==> config.mk <==
export PLATFORM = sky130hd
export DESIGN_NAME = sca_config_alarm
export DESIGN_NICKNAME = d
export VERILOG_FILES = /design/src/sca_pkg.sv /design/src/sca_config_alarm.sv /design/src/sca_checksum.sv /design/src/sca_level_cmp.sv
export SDC_FILE = /design/constraint.sdc
export NUM_CORES = 1
export LEC_CHECK = 0
export BUFFER_PORTS_ARGS = -buffer_cell sky130_fd_sc_hd__buf_4
export CAP_MARGIN = 5
export CORE_MARGIN = 2
export CORE_UTILIZATION = 55
export DETAILED_ROUTE_END_ITERATION = 10
export PLACE_DENSITY = 0.82
export SLEW_MARGIN = 5
export SYNTH_ARGS = -nofsm -noshare
export SYNTH_HDL_FRONTEND = slang
export SYNTH_SLANG_ARGS = --single-unit
==> constraint.sdc <==
create_clock -name ref_clk -period 11.7 [get_ports ref_clk]
set_input_delay 0 -clock ref_clk [delete_from_list [all_inputs] [get_ports ref_clk]]
set_output_delay 0 -clock ref_clk [all_outputs]
set_load 0.005 [all_outputs]
==> src/sca_pkg.sv <==
// Constants for the configuration image, alarm and level-steering block
package sca_pkg;
    localparam int IMAGE_BYTES = 48;
    localparam int ADDR_W = 6;
    localparam logic [5:0] LAST_BYTE = 6'h2F;
    localparam logic [7:0] CHECKSUM_TARGET = 8'hFF;
    localparam logic [7:0] BYTE_RESET = 8'h00;
    localparam logic [9:0] CODE_RESET = 10'h000;

    // Byte offsets in the configuration image
    localparam logic [5:0] OFS_COARSE_AMP_CONTROL = 6'h02;
    localparam logic [5:0] OFS_FIXED_GAIN_LOW_BYTE = 6'h03;
    localparam logic [5:0] OFS_GAP_COUNT_INDICES = 6'h18;
    localparam logic [5:0] OFS_TEMP_FILTER_COEF = 6'h19;
    localparam logic [5:0] OFS_ALARM_LOW_THRESHOLD = 6'h1B;
    localparam logic [5:0] OFS_ALARM_LOW_OUTPUT = 6'h1C;
    localparam logic [5:0] OFS_ALARM_HIGH_THRESHOLD = 6'h1D;
    localparam logic [5:0] OFS_ALARM_HIGH_OUTPUT = 6'h1E;
    localparam logic [5:0] OFS_ALARM_STEER_SELECT = 6'h1F;
    localparam logic [5:0] OFS_CLOCK_TRIM_LOW_TEMP = 6'h20;
    localparam logic [5:0] OFS_CLOCK_TRIM_MID_TEMP = 6'h21;
    localparam logic [5:0] OFS_CLOCK_TRIM_HIGH_TEMP = 6'h22;
    localparam logic [5:0] OFS_CLOCK_TRIM_BREAKPOINT_A = 6'h23;
    localparam logic [5:0] OFS_CLOCK_TRIM_BREAKPOINT_B = 6'h24;
    localparam logic [5:0] OFS_CLOCK_TRIM_AMP_SETTING = 6'h27;
    localparam logic [5:0] OFS_FAULT_OUTPUT_VALUE = 6'h28;
    localparam logic [5:0] OFS_IMAGE_CHECKSUM = 6'h2F;

    // Working-copy RAM map
    localparam logic [3:0] RAM_MODE_LOC = 4'h0;
    localparam logic [3:0] RAM_LAST_LOW_LOC = 4'hA;

    // Field positions
    localparam int COARSE_SIGN_BIT = 7;
    localparam int COARSE_TGAIN_LSB = 5;
    localparam int COARSE_OFS_LSB = 3;
    localparam int COARSE_GAIN_LSB = 0;
    localparam logic [2:0] COARSE_GAIN_5V_MAX = 3'h3;
    localparam int GAP_PRESSURE_LSB = 4;
    localparam int GAP_TEMP_LSB = 0;
    localparam int ALARM_SEL_LSB = 5;
    localparam int STEER_SEL_LSB = 5;
    localparam int FAULT_HIGH_BITS = 2;

    typedef enum logic [2:0] {
        ASRC_TEMPERATURE = 3'b000,
        ASRC_INST_AMP = 3'b001,
        ASRC_GAIN_STAGE = 3'b010,
        ASRC_VOLTAGE_OUT = 3'b011,
        ASRC_STEER_PIN_LOW = 3'b100,
        ASRC_STEER_PIN_HIGH = 3'b101
    } sca_alarm_src_type;

    typedef enum logic [1:0] {
        SSRC_TEMPERATURE = 2'b00,
        SSRC_INST_AMP = 2'b01,
        SSRC_GAIN_STAGE = 2'b10,
        SSRC_VOLTAGE_OUT = 2'b11
    } sca_steer_src_type;
endpackage : sca_pkg

==> src/sca_config_alarm.sv <==
// Configuration image, checksum gate, alarm and level-steering output stage
`timescale 1ns/1ps
// Summary of operation
// - On checksum failure the output shows the 10-bit fault value in bytes 40-41.
// - Low alarm asserts when selected source falls below byte 27.
// - High alarm asserts when selected source rises above byte 29.
// - Output code takes byte 28 during low alarm, byte 30 during high alarm.
// - Steering: bytes 27, 28, 29 set pin code steps 00-01, 01-10, 10-11.
// - Top three bits of byte 31 select one of six alarm sources.
// - Two bits of byte 31 select one of four steering sources; low nibble unused.
// - With alarm and steering both enabled, only steering runs.
// - Current and voltage mode both set disables the alarm.
// - Byte 24: upper nibble last pressure index, lower nibble last temperature index.
// - Ten-bit points and offsets sit right-justified in 12-bit fields.
// - Coarse byte: sign invert, temp amp gain, coarse offset, coarse gain.
// - Coarse gain above 3 selects 0-10 V range, otherwise 0-5 V.
// - Clock trim picks low, mid or high value by two temperature breakpoints.
// - Bytes 37-38 and 42-46 are stored for the user and never used.
// - Working RAM: mode at 0, locations 1-10 hold the low coefficient bytes.
// - Output code is 10-bit unsigned, 0 to 3FFh.
module sca_config_alarm (
    input wire logic ref_clk,
    input wire logic rst_b,
    input wire logic clkEn,
    input wire logic cfgWrEn,
    input wire logic [5:0] cfgWrAddr,
    input wire logic [7:0] cfgWrData,
    input wire logic [5:0] cfgRdAddr,
    output logic [7:0] cfgRdData,
    input wire logic imageLoaded,
    input wire logic [7:0] modeByte,
    input wire logic alarmEnable,
    input wire logic steerEnable,
    input wire logic currentOutputMode,
    input wire logic voltageOutputMode,
    input wire logic [9:0] temperatureSource,
    input wire logic [9:0] instAmpSource,
    input wire logic [9:0] gainStageSource,
    input wire logic [9:0] voltageOutputSource,
    input wire logic steerPinLowIn,
    input wire logic steerPinHighIn,
    input wire logic [9:0] conditionedCode,
    input wire logic [9:0] internalTemp,
    input wire logic [3:0] ramAddr,
    output logic [7:0] ramData,
    output logic [9:0] digitalOutputCode,
    output logic alarmLow,
    output logic alarmHigh,
    output logic steerPinLow,
    output logic steerPinHigh,
    output logic cfgReady,
    output logic checksumFail,
    output logic signalSignInvert,
    output logic [1:0] tempAmpGainSel,
    output logic [1:0] coarseSignalOffset,
    output logic [2:0] coarseSignalGain,
    output logic range10V,
    output logic [3:0] lastPressureIdx,
    output logic [3:0] lastTempIdx,
    output logic [3:0] tempFilterCoef,
    output logic [7:0] clockTrimValue,
    output logic [7:0] clockTrimAmpSetting
);
    typedef struct packed {
        logic [47:0][7:0] img;
        logic [7:0] rdData;
        logic [7:0] ramData;
        logic [9:0] code;
        logic alarmLow;
        logic alarmHigh;
        logic steerLow;
        logic steerHigh;
        logic ready;
        logic fail;
        logic signInv;
        logic [1:0] tGain;
        logic [1:0] csOfs;
        logic [2:0] csGain;
        logic range10V;
        logic [3:0] lastP;
        logic [3:0] lastT;
        logic [3:0] filt;
        logic [7:0] trim;
        logic [7:0] trimAmp;
    } sca_state_type;

    sca_state_type st_r;
    sca_state_type st_nxt;

    logic [5:0] ckIdx;
    logic ckBusy;
    logic ckDone;
    logic ckOk;
    logic [9:0] alarmSrc;
    logic [9:0] steerSrc;
    logic alarmSrcValid;
    logic aBelow;
    logic aAbove;
    logic [1:0] aLevel;
    logic sBelow;
    logic sAbove;
    logic [1:0] sLevel;
    logic alarmActive;
    logic [7:0] cfgByte31;

    // Unpacks a 10-bit value stored high-low across two bytes
    function automatic logic [9:0] unpack10(input logic [7:0] hi, input logic [7:0] lo);
        unpack10 = {hi[sca_pkg::FAULT_HIGH_BITS-1:0], lo};
    endfunction : unpack10

    // Expands an 8-bit alarm value to the 10-bit output code scale
    function automatic logic [9:0] expand8(input logic [7:0] b);
        expand8 = {b, 2'b00};
    endfunction : expand8

    sca_checksum u_checksum (
        .ref_clk(ref_clk),
        .rst_b(rst_b),
        .clkEn(clkEn),
        .start(imageLoaded),
        .byteIn(st_r.img[ckIdx]),
        .byteIdx(ckIdx),
        .busy(ckBusy),
        .done(ckDone),
        .ok(ckOk)
    );

    assign cfgByte31 = st_r.img[sca_pkg::OFS_ALARM_STEER_SELECT];

    always_comb begin
        alarmSrcValid = 1'b1;
        unique case (sca_pkg::sca_alarm_src_type'(cfgByte31[sca_pkg::ALARM_SEL_LSB +: 3]))
            sca_pkg::ASRC_TEMPERATURE: alarmSrc = temperatureSource;
            sca_pkg::ASRC_INST_AMP: alarmSrc = instAmpSource;
            sca_pkg::ASRC_GAIN_STAGE: alarmSrc = gainStageSource;
            sca_pkg::ASRC_VOLTAGE_OUT: alarmSrc = voltageOutputSource;
            sca_pkg::ASRC_STEER_PIN_LOW: alarmSrc = {10{steerPinLowIn}};
            sca_pkg::ASRC_STEER_PIN_HIGH: alarmSrc = {10{steerPinHighIn}};
            default: begin
                alarmSrc = sca_pkg::CODE_RESET;
                alarmSrcValid = 1'b0;
            end
        endcase
        unique case (sca_pkg::sca_steer_src_type'(cfgByte31[sca_pkg::STEER_SEL_LSB +: 2]))
            sca_pkg::SSRC_TEMPERATURE: steerSrc = temperatureSource;
            sca_pkg::SSRC_INST_AMP: steerSrc = instAmpSource;
            sca_pkg::SSRC_GAIN_STAGE: steerSrc = gainStageSource;
            sca_pkg::SSRC_VOLTAGE_OUT: steerSrc = voltageOutputSource;
        endcase
    end

    sca_level_cmp u_alarm_cmp (
        .src(alarmSrc),
        .thrA(st_r.img[sca_pkg::OFS_ALARM_LOW_THRESHOLD]),
        .thrB(st_r.img[sca_pkg::OFS_ALARM_LOW_OUTPUT]),
        .thrC(st_r.img[sca_pkg::OFS_ALARM_HIGH_THRESHOLD]),
        .below(aBelow),
        .above(aAbove),
        .level(aLevel)
    );

    sca_level_cmp u_steer_cmp (
        .src(steerSrc),
        .thrA(st_r.img[sca_pkg::OFS_ALARM_LOW_THRESHOLD]),
        .thrB(st_r.img[sca_pkg::OFS_ALARM_LOW_OUTPUT]),
        .thrC(st_r.img[sca_pkg::OFS_ALARM_HIGH_THRESHOLD]),
        .below(sBelow),
        .above(sAbove),
        .level(sLevel)
    );

    // Steering wins over alarm; direct digital mode kills the alarm
    assign alarmActive = alarmEnable && !steerEnable
        && !(currentOutputMode && voltageOutputMode) && alarmSrcValid;

    always_comb begin
        st_nxt = st_r;
        if (cfgWrEn && (cfgWrAddr <= sca_pkg::LAST_BYTE)) begin
            st_nxt.img[cfgWrAddr] = cfgWrData;
        end
        if (cfgRdAddr <= sca_pkg::LAST_BYTE) begin
            st_nxt.rdData = st_r.img[cfgRdAddr];
        end else begin
            st_nxt.rdData = sca_pkg::BYTE_RESET;
        end
        // RAM location n (1..10) mirrors image byte n+2
        if (ramAddr == sca_pkg::RAM_MODE_LOC) begin
            st_nxt.ramData = modeByte;
        end else if (ramAddr <= sca_pkg::RAM_LAST_LOW_LOC) begin
            st_nxt.ramData = st_r.img[sca_pkg::OFS_FIXED_GAIN_LOW_BYTE + {2'b00, ramAddr} - 6'h01];
        end else begin
            st_nxt.ramData = sca_pkg::BYTE_RESET;
        end
        if (imageLoaded) begin
            st_nxt.ready = 1'b0;
        end else if (ckDone) begin
            st_nxt.ready = 1'b1;
            st_nxt.fail = !ckOk;
        end
        {st_nxt.signInv, st_nxt.tGain, st_nxt.csOfs, st_nxt.csGain} =
            st_r.img[sca_pkg::OFS_COARSE_AMP_CONTROL];
        st_nxt.range10V = (st_r.img[sca_pkg::OFS_COARSE_AMP_CONTROL][2:0]
            > sca_pkg::COARSE_GAIN_5V_MAX);
        st_nxt.lastP = st_r.img[sca_pkg::OFS_GAP_COUNT_INDICES][sca_pkg::GAP_PRESSURE_LSB +: 4];
        st_nxt.lastT = st_r.img[sca_pkg::OFS_GAP_COUNT_INDICES][sca_pkg::GAP_TEMP_LSB +: 4];
        st_nxt.filt = st_r.img[sca_pkg::OFS_TEMP_FILTER_COEF][3:0];
        st_nxt.trimAmp = st_r.img[sca_pkg::OFS_CLOCK_TRIM_AMP_SETTING];
        if (internalTemp[9:2] < st_r.img[sca_pkg::OFS_CLOCK_TRIM_BREAKPOINT_A]) begin
            st_nxt.trim = st_r.img[sca_pkg::OFS_CLOCK_TRIM_LOW_TEMP];
        end else if (internalTemp[9:2] < st_r.img[sca_pkg::OFS_CLOCK_TRIM_BREAKPOINT_B]) begin
            st_nxt.trim = st_r.img[sca_pkg::OFS_CLOCK_TRIM_MID_TEMP];
        end else begin
            st_nxt.trim = st_r.img[sca_pkg::OFS_CLOCK_TRIM_HIGH_TEMP];
        end
        st_nxt.alarmLow = 1'b0;
        st_nxt.alarmHigh = 1'b0;
        st_nxt.steerLow = 1'b0;
        st_nxt.steerHigh = 1'b0;
        if (!st_r.ready) begin
            st_nxt.code = sca_pkg::CODE_RESET;
        end else if (st_r.fail) begin
            st_nxt.code = unpack10(st_r.img[sca_pkg::OFS_FAULT_OUTPUT_VALUE],
                st_r.img[sca_pkg::OFS_FAULT_OUTPUT_VALUE + 6'h01]);
        end else begin
            st_nxt.code = conditionedCode;
            if (steerEnable) begin
                {st_nxt.steerHigh, st_nxt.steerLow} = sLevel;
            end else if (alarmActive && aBelow) begin
                st_nxt.alarmLow = 1'b1;
                st_nxt.code = expand8(st_r.img[sca_pkg::OFS_ALARM_LOW_OUTPUT]);
            end else if (alarmActive && aAbove) begin
                st_nxt.alarmHigh = 1'b1;
                st_nxt.code = expand8(st_r.img[sca_pkg::OFS_ALARM_HIGH_OUTPUT]);
            end
        end
    end

    always_ff @(posedge ref_clk or negedge rst_b) begin
        if (!rst_b) begin
            st_r <= '0;
        end else if (clkEn) begin
            st_r <= st_nxt;
        end
    end

    assign cfgRdData = st_r.rdData;
    assign ramData = st_r.ramData;
    assign digitalOutputCode = st_r.code;
    assign alarmLow = st_r.alarmLow;
    assign alarmHigh = st_r.alarmHigh;
    assign steerPinLow = st_r.steerLow;
    assign steerPinHigh = st_r.steerHigh;
    assign cfgReady = st_r.ready;
    assign checksumFail = st_r.fail;
    assign signalSignInvert = st_r.signInv;
    assign tempAmpGainSel = st_r.tGain;
    assign coarseSignalOffset = st_r.csOfs;
    assign coarseSignalGain = st_r.csGain;
    assign range10V = st_r.range10V;
    assign lastPressureIdx = st_r.lastP;
    assign lastTempIdx = st_r.lastT;
    assign tempFilterCoef = st_r.filt;
    assign clockTrimValue = st_r.trim;
    assign clockTrimAmpSetting = st_r.trimAmp;
endmodule : sca_config_alarm

==> src/sca_checksum.sv <==
// Walks the configuration image and checks that its bytes sum to the target
`timescale 1ns/1ps
module sca_checksum (
    input wire logic ref_clk,
    input wire logic rst_b,
    input wire logic clkEn,
    input wire logic start,
    input wire logic [7:0] byteIn,
    output logic [5:0] byteIdx,
    output logic busy,
    output logic done,
    output logic ok
);
    typedef struct packed {
        logic busy;
        logic [5:0] idx;
        logic [7:0] sum;
        logic done;
        logic ok;
    } sca_ck_state_type;

    sca_ck_state_type st_r;
    sca_ck_state_type st_nxt;
    logic [7:0] sumNow;

    always_comb begin
        st_nxt = st_r;
        st_nxt.done = 1'b0;
        sumNow = st_r.sum + byteIn;
        if (start) begin
            st_nxt.busy = 1'b1;
            st_nxt.idx = '0;
            st_nxt.sum = '0;
        end else if (st_r.busy) begin
            st_nxt.sum = sumNow;
            if (st_r.idx == sca_pkg::LAST_BYTE) begin
                st_nxt.busy = 1'b0;
                st_nxt.done = 1'b1;
                st_nxt.ok = (sumNow == sca_pkg::CHECKSUM_TARGET);
            end else begin
                st_nxt.idx = st_r.idx + 6'h01;
            end
        end
    end

    always_ff @(posedge ref_clk or negedge rst_b) begin
        if (!rst_b) begin
            st_r <= '0;
        end else if (clkEn) begin
            st_r <= st_nxt;
        end
    end

    assign byteIdx = st_r.idx;
    assign busy = st_r.busy;
    assign done = st_r.done;
    assign ok = st_r.ok;
endmodule : sca_checksum

==> src/sca_level_cmp.sv <==
// Compares a source against three ascending byte thresholds
`timescale 1ns/1ps
module sca_level_cmp (
    input wire logic [9:0] src,
    input wire logic [7:0] thrA,
    input wire logic [7:0] thrB,
    input wire logic [7:0] thrC,
    output logic below,
    output logic above,
    output logic [1:0] level
);
    logic [7:0] srcTop;

    always_comb begin
        srcTop = src[9:2];
        below = (srcTop < thrA);
        above = (srcTop > thrC);
        if (srcTop < thrA) begin
            level = 2'h0;
        end else if (srcTop < thrB) begin
            level = 2'h1;
        end else if (srcTop < thrC) begin
            level = 2'h2;
        end else begin
            level = 2'h3;
        end
    end
endmodule : sca_level_cmp

==> impl_results.md, run 1 <==
- Net switching power: 1.242 mW
- Ys async rst share: 1.000
- Number of max-cap violations: 0
- Gates resized, CTS repair: 0
- Clk_lat worst skew: 610 ps
- Clock share of power: 0.378
- Top FF cell, synth: dfrtp_1
- Clock sinks: 470
- Final Core Density: 0.6231
- Layout cells sized above 1: 0.4164
- Post-Synthesis Cell Area: 27900 um2
- WL final: 81500 um
- Pwr/cell area: 139.2 nW/um2
- Post-synthesis mux area share: 0.3819
- Worst Slack Setup Final: 6644 ps
- Die Wd: 229.2 um
- Worst Max-Slew Pin Slew: 1364 ps
- Cells after Synth: 2082
- Setup Buffers After CTS: 0
- Initial drt markers: 2582
- Sw frac: 0.2859
- TritonCTS clock tree: yes
- Post-DR wirelength/cell: 28.49 um
- Adder-cell share of the synthesized area: 0.02664
- Critical Path End Type: register
- R2R cell count: 14
- Starting Density: 0.5572
- Status: complete, but fails checks
- Gr usage total: 0.3129
- Die height: 229.2 um
- Hold slack: -5.240 ps
- Failing checks: negative hold slack
- Clk root buf: clkbuf_16
- Clock buffer depth: 3
- Post-synth EDFFs: 0
- Num ports: 172
- # diodes: 0
- # hold bufs at CTS: 48
- Largest family of logic cells by synthesized area: multiplexers
- Core box area: 50070 um2
- Comb power frac: 0.188
- RSZ-0062 raised after global routing: no
- Net count after synthesis: 2243
- Pin count of the biggest net entering global routing: 158
- Post-synthesis xor/xnor area fraction: 0.002825
- Max Freq: 197.8 MHz
- Avg Vias per Cell: 7.004
- Leakage power: 13.98 nW
- DP Worst Slack: 6712 ps
- Fin. max-slew vios: 0
- Slew headroom: 0.08713
- Synth top cells by count: 470 x dfrtp_1, 389 x mux2_2, 248 x mux4_2
- Antenna violations before repair: 4
- Die Area: 52540 um2
- Type of origin of the critical path: register
- Grt ovf: 0
- Int Power: 3.102 mW
- Clock slew at reported path FFs: 60 ps
- Reg-to-Reg End: u_checksum.st_r[9]
- R2R Path Start: u_checksum.byteIdx[2]
- Area delta synth->final: 11.82%
- Gpl congestion: 0.9158
- Synth area leader: dfrtp_1
- FP Rows: 82
- First-pass GRT wire length: 124800 um
- Most common cell in the synthesized netlist: dfrtp_1
- Number of fill cells: 3631
- Router iterations before antenna repair: 5
- Crit path max fanout: 19
- Share of the synthesized area in the top cell type: 0.4216
- Nets: 2308
- Yosys warning total: 0
- Vias in the first global route: 20350
- Final hold violation count: 3
- DRC violations left: 0
- Htree depth: 2
- Arrival time worst endpoint: 5610 ps
- Number of buffers added on ports: 161
- Min cycle time layout: 5056 ps
- Syn_area_per_cell: 13.40 um2
- Peak VDD IR: 0.0001175 V
- CP Class: register to register
- Power share of the sequential group: 0.434
- Flip-flop and latch count after synthesis: 470
- Total power: 4.344 mW
- Post-synthesis sequential area ratio: 0.4216
- DP HPWL: 53040 um
- Reg2reg setup slack: 6640 ps
- Antenna-violating nets left: 0
- Synth Area in Compound Gates: 0.07732
- Total number of vias: 20030
- Simple-gate area share of the yosys netlist: 0.04045
- Critical Path RT: 12250 ps
- Dominant cells by area after synthesis: dfrtp_1 42%, mux4_2 20%, mux2_2 16%
- # setup viols final: 0
- Hold WC Path Type: primary input to asynchronous set/reset pin
- Setup_tns: 0 ps
- Tcrit/Tclk final: 0.4322
- Worst Skew: 34.72 ps
- CTS buffer count: 50
- Yosys cell types: 69
==> final cells by class <==
| type | instances | area (um2) | share of cell area |
|---|---|---|---|
| Sequential cell | 470 | 11770 | 0.3773 |
| Tap cell | 672 | 840.8 | 0.02695 |
| Multi-Input combinational cell | 1325 | 14770 | 0.4735 |
| Timing Repair Buffer | 228 | 1856 | 0.05948 |
| Clock buffer | 72 | 1446 | 0.04636 |
| Clock inverter | 21 | 242.7 | 0.007781 |
| Inverter | 72 | 270.3 | 0.008663 |
==> routing by layer <==
layer	part of all wire	routed length (um)	track usage
met5	0.00065	53	0
met4	0.049	4027	0.1445
met3	0.12	9773	0.09686
met2	0.46	37720	0.4816
met1	0.37	29920	0.4094
==> state kept, by name, indices dropped and copies added, names as in the netlist, 6 cells and up <==
register	count
ramData	8
clockTrimAmpSetting	8
clockTrimValue	8
cfgByte31	8
st_r	348
u_checksum.st_r	8
st_nxt	28
cfgRdData	8
u_checksum.byteIdx	6
digitalOutputCode	10
==> cell families (layout without fill, tap and decap cells) <==
logic type / after synthesis / in the layout
simple gates: 252 / 252
xor+xnor: 9 / 9
compound gates: 311 / 311
buf+inv: 287 / 393
mux: 694 / 694
fa+ha+maj: 59 / 59
flops: 470 / 470
==> stage by stage <==
stage / std cells / hold slack [ps] / instance area [um2]
floorplan: 2082 / -295.6 / 27900
detailed placement: 2719 / 84.29 / 29030
finish: 2860 / -5.240 / 31200
global route: 2860 / 73.26 / 31200
CTS: 2860 / 26.82 / 31200
global placement: 2719 / 75.13 / 29030
==> worst max-delay path: stages (launching register included) <==
cell and delay (ps):
dfrtp_2 740, nand2_1 790, o221ai_1 530, o22ai_1 160, a211oi_1 500, a21oi_1 140
o22ai_1 420, ha_1 320, a21oi_1 190, o211ai_1 150, nor4_1 190, nor3_1 110
xor2_1 200, or4_1 420, nand3_1 90
==> power groups by stage <==
| stage | logic (mW) | clock network [mW] | registers (mW) |
|---|---|---|---|
| after floorplan | 0.580 | 0 | 1.84 |
| after global placement | 0.760 | 0 | 1.89 |
| after detailed placement | 0.786 | 0 | 1.90 |
| after CTS | 0.806 | 1.65 | 1.88 |
| after global routing | 0.869 | 1.73 | 1.90 |
| final | 0.818 | 1.64 | 1.88 |
==> how the worst max path moves through the flow <==
stage                         end  cells after the start  slack (ps)                   from
3_3_place_gp   u_checksum.st_r[9]                     13        6770  u_checksum.byteIdx[0]
3_5_place_dp   u_checksum.st_r[9]                     13        6710  u_checksum.byteIdx[0]
2_1_floorplan  u_checksum.st_r[8]                     18        7800  u_checksum.byteIdx[0]
5_1_grt        u_checksum.st_r[9]                     13        6330  u_checksum.byteIdx[0]
6_report       u_checksum.st_r[9]                     14        6640  u_checksum.byteIdx[2]
4_1_cts             u_checksum.ok                     13        6700  u_checksum.byteIdx[0]
==> cells in the final DEF (no fill, tap or decap), types with 18 or more instances in the layout <==
| cell type | count |
|---|---|
| a22oi_1 | 22 |
| nand2_1 | 108 |
| o21ai_0 | 51 |
| a21oi_1 | 56 |
| o221ai_1 | 18 |
| inv_1 | 69 |
| clkbuf_16 | 52 |
| o22ai_1 | 20 |
| mux4_2 | 248 |
| a211oi_1 | 30 |
| dlygate4sd3_1 | 48 |
| ha_1 | 57 |
| dfrtp_1 | 467 |
| mux2_2 | 389 |
| nor2_1 | 75 |
| buf_4 | 177 |
| mux2i_1 | 49 |
(Power assumes the default switching activity.)
==> run 2: changes to the inputs <==
Clock period 11.7 ns to 5.1 ns, I/O delays scaled along.
==> impl_results.md, run 2 (synthesis gave the netlist of run 1 again) <==
- Status: finished, final reports clean
- Number of max-cap violations: 0
- Clock sinks: 470
- Setup Buffers After CTS: 0
- Clk root buf: clkbuf_16
- Final hold violation count: 0
- Clock buffer depth: 3
- Antenna violations before repair: 2
- Critical Path End Type: register
- DP Worst Slack: 814.6 ps
- TritonCTS clock tree: yes
- Setup_tns: 0 ps
- Final Instance Area: 31380 um2
- Min cycle time layout: 4356 ps
- Htree depth: 2
- Worst Skew: 23.88 ps
- RSZ-0062 raised after global routing: no
- Final Core Density: 0.6268
- Clk_lat worst skew: 600 ps
- Antenna-violating nets left: 0
- Max FFs per register: 348
- Peak VDD IR: 0.0002476 V
- Total number of vias: 20080
- Most common cell after layout, fill and taps aside: dfrtp_1
- CP Class: register to register
- FP Rows: 82
- Pwr/cell area: 318.7 nW/um2
- Die Area: 52540 um2
- Commonest cells after routing, fill and taps aside: 467 x dfrtp_1, 389 x mux2_2, 248 x mux4_2, 183 x buf_4, 108 x nand2_1
- Worst Slack Setup Final: 744.1 ps
- Num ports: 172
- WL final: 82760 um
- Placed cells: 2731
- First-pass GRT wire length: 125600 um
- Avg Vias per Cell: 6.995
- Nets: 2323
- Cell Area, Placed: 29190 um2
- Slew headroom: 0.06551
- Dominant delay contributor by cell family on the critical path: compound AO/OA/AOI/OAI gates
- Max Freq: 229.6 MHz
- Tcrit/Tclk final: 0.8541
- Post-DR wirelength/cell: 28.83 um
- Vias in the first global route: 20440
- Crit path max fanout: 12
- Gpl congestion: 0.9189
- Seq. cell area: 11770 um2
- Type of origin of the critical path: register
- DRC violations left: 0
- Grt ovf: 0
- Final std cells w/o fill: 2871
- Router iterations before antenna repair: 7
- CP Cell Sequence: mux4_2 -> nand2_1 -> nand2_1 -> ha_1 -> nor2b_1 -> o211ai_1 -> a21boi_0 -> o21ai_1 -> a21o_1 -> mux2i_1 -> dlygate4sd3_1 -> o21ai_1
- CTS buffer count: 49
- Multi-input gate area: 14770 um2
- Starting Density: 0.5572
- Hold WC Path Type: primary input to asynchronous set/reset pin
- Number of buffers added on ports: 161
- Die Wd: 229.2 um
- Initial drt markers: 2291
- Critical Path RT: 5570 ps
- Largest Register: st_r
- Core box area: 50070 um2
- Gr usage total: 0.3159
- CP peak stage delay: 770 ps
- # diodes: 0
- Fin. max-slew vios: 0
- DP HPWL: 54270 um
- Layout cells sized above 1: 0.4179
- Area delta synth->final: 12.49%
- Number of fill cells: 3689
- Leakage power: 14.07 nW
- Clock slew at reported path FFs: 60 ps
- # setup viols final: 0
- CP bufs+invs: 1
- Die height: 229.2 um
- Worst Max-Slew Pin Slew: 1397 ps
- Pin count of the biggest net entering global routing: 158
- CP max-delay cell: dfrtp_1
- Arrival time worst endpoint: 4820 ps
==> run 2: repair_timing <==
item	CTS	global route
gates resized for setup	0	0
endpoints found under the hold margin	526	0
hold buffers	51	0
==> run 2: worst paths after layout <==
path / start / to / slack, ps / cells past startpoint
setup / recovery: cfgByte31[5] / digitalOutputCode[4] / 740 / 12
hold / removal: rst_b / tempFilterCoef[3] / 10 / 3
setup reg to reg: cfgByte31[5] / digitalOutputCode[4] / 740 / 12
hold reg to reg: u_checksum.ok / checksumFail / 440 / 1
max in group asynchronous: rst_b / u_checksum.byteIdx[0] / 4160 / 3
min in group ref_clk: voltageOutputMode / digitalOutputCode[9] / 150 / 6
==> run 2: per-stage QoR <==
stage	hold slack (ps)	power, mW
2_1_floorplan	-295.6	5.554
3_3_place_gp	-66.98	6.113
3_5_place_dp	-66.42	6.198
4_1_cts	5.874	9.987
5_1_grt	51.22	10.32
6_report	10.67	10.00
==> run 2: final cells by class <==
cell class	count	share of cell area
Timing Repair Buffer	244	0.06626
Clock buffer	70	0.04382
Clock inverter	18	0.008891
Sequential cell	470	0.3750
Multi-Input combinational cell	1325	0.4707
Inverter	72	0.008612
Tap cell	672	0.02679
==> run 2: worst register-to-register path: stages, from the launching register on <==
cell           delay [ps]
dfrtp_1               770
mux4_2                680
nand2_1               100
nand2_1               100
ha_1                  300
nor2b_1               150
o211ai_1              160
a21boi_0              110
o21ai_1               540
a21o_1                460
mux2i_1               220
dlygate4sd3_1         570
o21ai_1                80
==> run 2: metal layers <==
layer / routed length (um) / vias to the layer above / track usage / share of wire
met5: 13 / - / 0 / 0.00016
met4: 4395 / 2 / 0.1489 / 0.053
met3: 9227 / 300 / 0.09226 / 0.11
met2: 38390 / 1294 / 0.4897 / 0.46
met1: 30730 / 10370 / 0.4125 / 0.37
li1: - / 8121 / - / -
==> run 2: where the power goes <==
group	leakage, nW	switching (mW)	internal [mW]	total [mW]
Clock	0.810	1.55	2.23	3.78
Combinational	6.97	0.958	0.948	1.91
Sequential	6.28	0.309	4.01	4.32
Total	14.1	2.82	7.18	10.0
==> run 3: changes to the inputs <==
Settings changed: CORE_MARGIN 2 to default, CORE_UTILIZATION 55 to 60, CTS_CLUSTER_DIAMETER from default to 30, PLACE_DENSITY 0.82 to 0.88.
==> impl_results.md, run 3 (synthesis gave the netlist of run 1 again) <==
- Status: finished, final reports clean
- Critical Path End Type: register
- Vias in the first global route: 22410
- Final hold violation count: 0
- Core box area: 45580 um2
- Max FFs per register: 348
- # diodes: 0
- Gr usage total: 0.3906
- Type of origin of the critical path: register
- Clock slew at reported path FFs: 50 ps
- Placed cells: 2655
- Hold slack: 36.19 ps
- Pin count of the biggest net entering global routing: 161
- Grt ovf: 0
- Avg Vias per Cell: 7.474
- Pwr/cell area: 396.3 nW/um2
- Num ports: 172
- CTS buffer count: 96
- # setup viols final: 0
- DP HPWL: 52590 um
- Gates resized, CTS repair: 0
- Number of buffers added on ports: 161
- Arrival time worst endpoint: 5180 ps
- Dominant delay contributor by cell family on the critical path: compound AO/OA/AOI/OAI gates
- TritonCTS clock tree: yes
- Number of max-cap violations: 0
- Max Freq: 215.9 MHz
- Antenna-violating nets left: 0
- Int Power: 9.526 mW
- Worst Max-Slew Pin Slew: 1351 ps
- Total number of vias: 21560
- Number of fill cells: 2556
- CP Class: register to register
- Slew headroom: 0.09618
- Tcrit/Tclk final: 0.9080
- Htree depth: 3
- Clk root buf: clkbuf_16
- Peak VDD IR: 0.0002612 V
- CP peak stage delay: 810 ps
- CP max-delay cell: dfrtp_4
- Layout cells sized above 1: 0.4418
- Crit path max fanout: 29
- FP Rows: 78
- RSZ-0062 raised after global routing: no
- Worst Skew: 24.91 ps
- Die Area: 47370 um2
- Clock share of power: 0.519
- Gpl congestion: 0.9332
- Comb power frac: 0.148
- Area delta synth->final: 18.53%
- Critical Path RT: 5650 ps
- Largest Register: st_r
- DP Worst Slack: 771.9 ps
- Most common cell after layout, fill and taps aside: dfrtp_1
- Die Wd: 217.6 um
- Power share of the sequential group: 0.333
- Clock buffer depth: 3
- Net switching power: 3.579 mW
- Commonest cells after routing, fill and taps aside: 467 x dfrtp_1, 389 x mux2_2, 248 x mux4_2, 181 x buf_4, 108 x nand2_1
- Hold WC Path Type: primary input to asynchronous set/reset pin
- First-pass GRT wire length: 137500 um
- Nets: 2366
- CP bufs+invs: 1
- Leakage power: 14.90 nW
- DRC violations left: 0
- Router iterations before antenna repair: 9
- Worst Slack Setup Final: 469.1 ps
- WL final: 90130 um
- Die height: 217.6 um
- Min cycle time layout: 4631 ps
- Initial drt markers: 3637
- CP Cell Sequence: buf_4 -> mux2i_1 -> o221ai_1 -> o22ai_1 -> a21oi_1 -> a21oi_1 -> o22ai_1 -> ha_1 -> fa_1 -> a21o_1 -> a21oi_1 -> o21bai_1 -> a21oi_1 -> xnor2_1 -> a22oi_1 -> o2bb2ai_1
- Post-DR wirelength/cell: 31.25 um
- Clock sinks: 470
- Antenna violations before repair: 3
- Starting Density: 0.6121
- Final std cells w/o fill: 2884
- Fin. max-slew vios: 0
- Sw frac: 0.2731
- Most frequent CP cell: a21oi_1
- Clk_lat worst skew: 650 ps
- Setup_tns: 0 ps
## run 3: cell types whose count changed in the layout (fill, tap and decap cells not counted), moves of 3 or more
| cell | delta |
|---|---|
| inv_6 | +3 |
| bufinv_16 | +11 |
| clkinv_4 | +5 |
| clkinv_2 | +5 |
| clkbuf_1 | -5 |
| clkbuf_16 | +48 |
| clkbuf_8 | +4 |
| clkinvlp_4 | +13 |
## run 3: power by group through the flow
stage / sequential, mW / combinational [mW] / clock, mW
6_report: 4.36 / 1.94 / 6.80
5_1_grt: 4.37 / 2.05 / 6.97
4_1_cts: 4.33 / 1.89 / 6.78
3_5_place_dp: 4.37 / 1.81 / 0
3_3_place_gp: 4.34 / 1.75 / 0
2_1_floorplan: 4.22 / 1.33 / 0
## run 3: repair_timing
item                                   CTS  global route
hold buffers                            51             0
setup endpoints to repair                0             0
setup buffers                            0             0
endpoints found under the hold margin  214             0
## run 3: through the flow
| step | power (mW) | util | area (um2) |
|---|---|---|---|
| global route | 13.39 | 0.7256 | 33070 |
| CTS | 13.01 | 0.7253 | 33060 |
| floorplan | 5.554 | - | 27900 |
| global placement | 6.082 | 0.6373 | 29040 |
| finish | 13.10 | 0.7256 | 33070 |
| detailed placement | 6.177 | 0.6373 | 29040 |
## run 3: cell type report
class	count	area (um2)	area share
Timing Repair Buffer	240	2003	0.06058
Clock inverter	60	890.9	0.02694
Inverter	72	270.3	0.008173
Sequential cell	470	11770	0.3559
Tap cell	600	750.7	0.02270
Multi-Input combinational cell	1325	14770	0.4467
Clock buffer	117	2613	0.07900
## run 3: worst paths after layout
kind | from | endpoint | slack (ps) | depth (start not counted)
worst max-delay path | u_checksum.byteIdx[0] | u_checksum.st_r[8] | 470 | 16
worst max register to register | u_checksum.byteIdx[0] | u_checksum.st_r[8] | 470 | 16
worst min register to register | u_checksum.ok | checksumFail | 450 | 1
max in group asynchronous | rst_b | st_r[167] | 3530 | 3
min in group ref_clk | voltageOutputMode | digitalOutputCode[6] | 140 | 6
worst min-delay path | rst_b | lastTempIdx[3] | 40 | 2
## run 3: routing by layer
metal	GRT usage	share of wire	routed length (um)	vias to the layer above
met4	0.2582	0.075	6787	4
li1	-	-	-	8244
met2	0.5862	0.45	40740	1963
met1	0.4801	0.34	30350	10780
met5	0	0.00028	25	-
met3	0.1365	0.14	12230	567
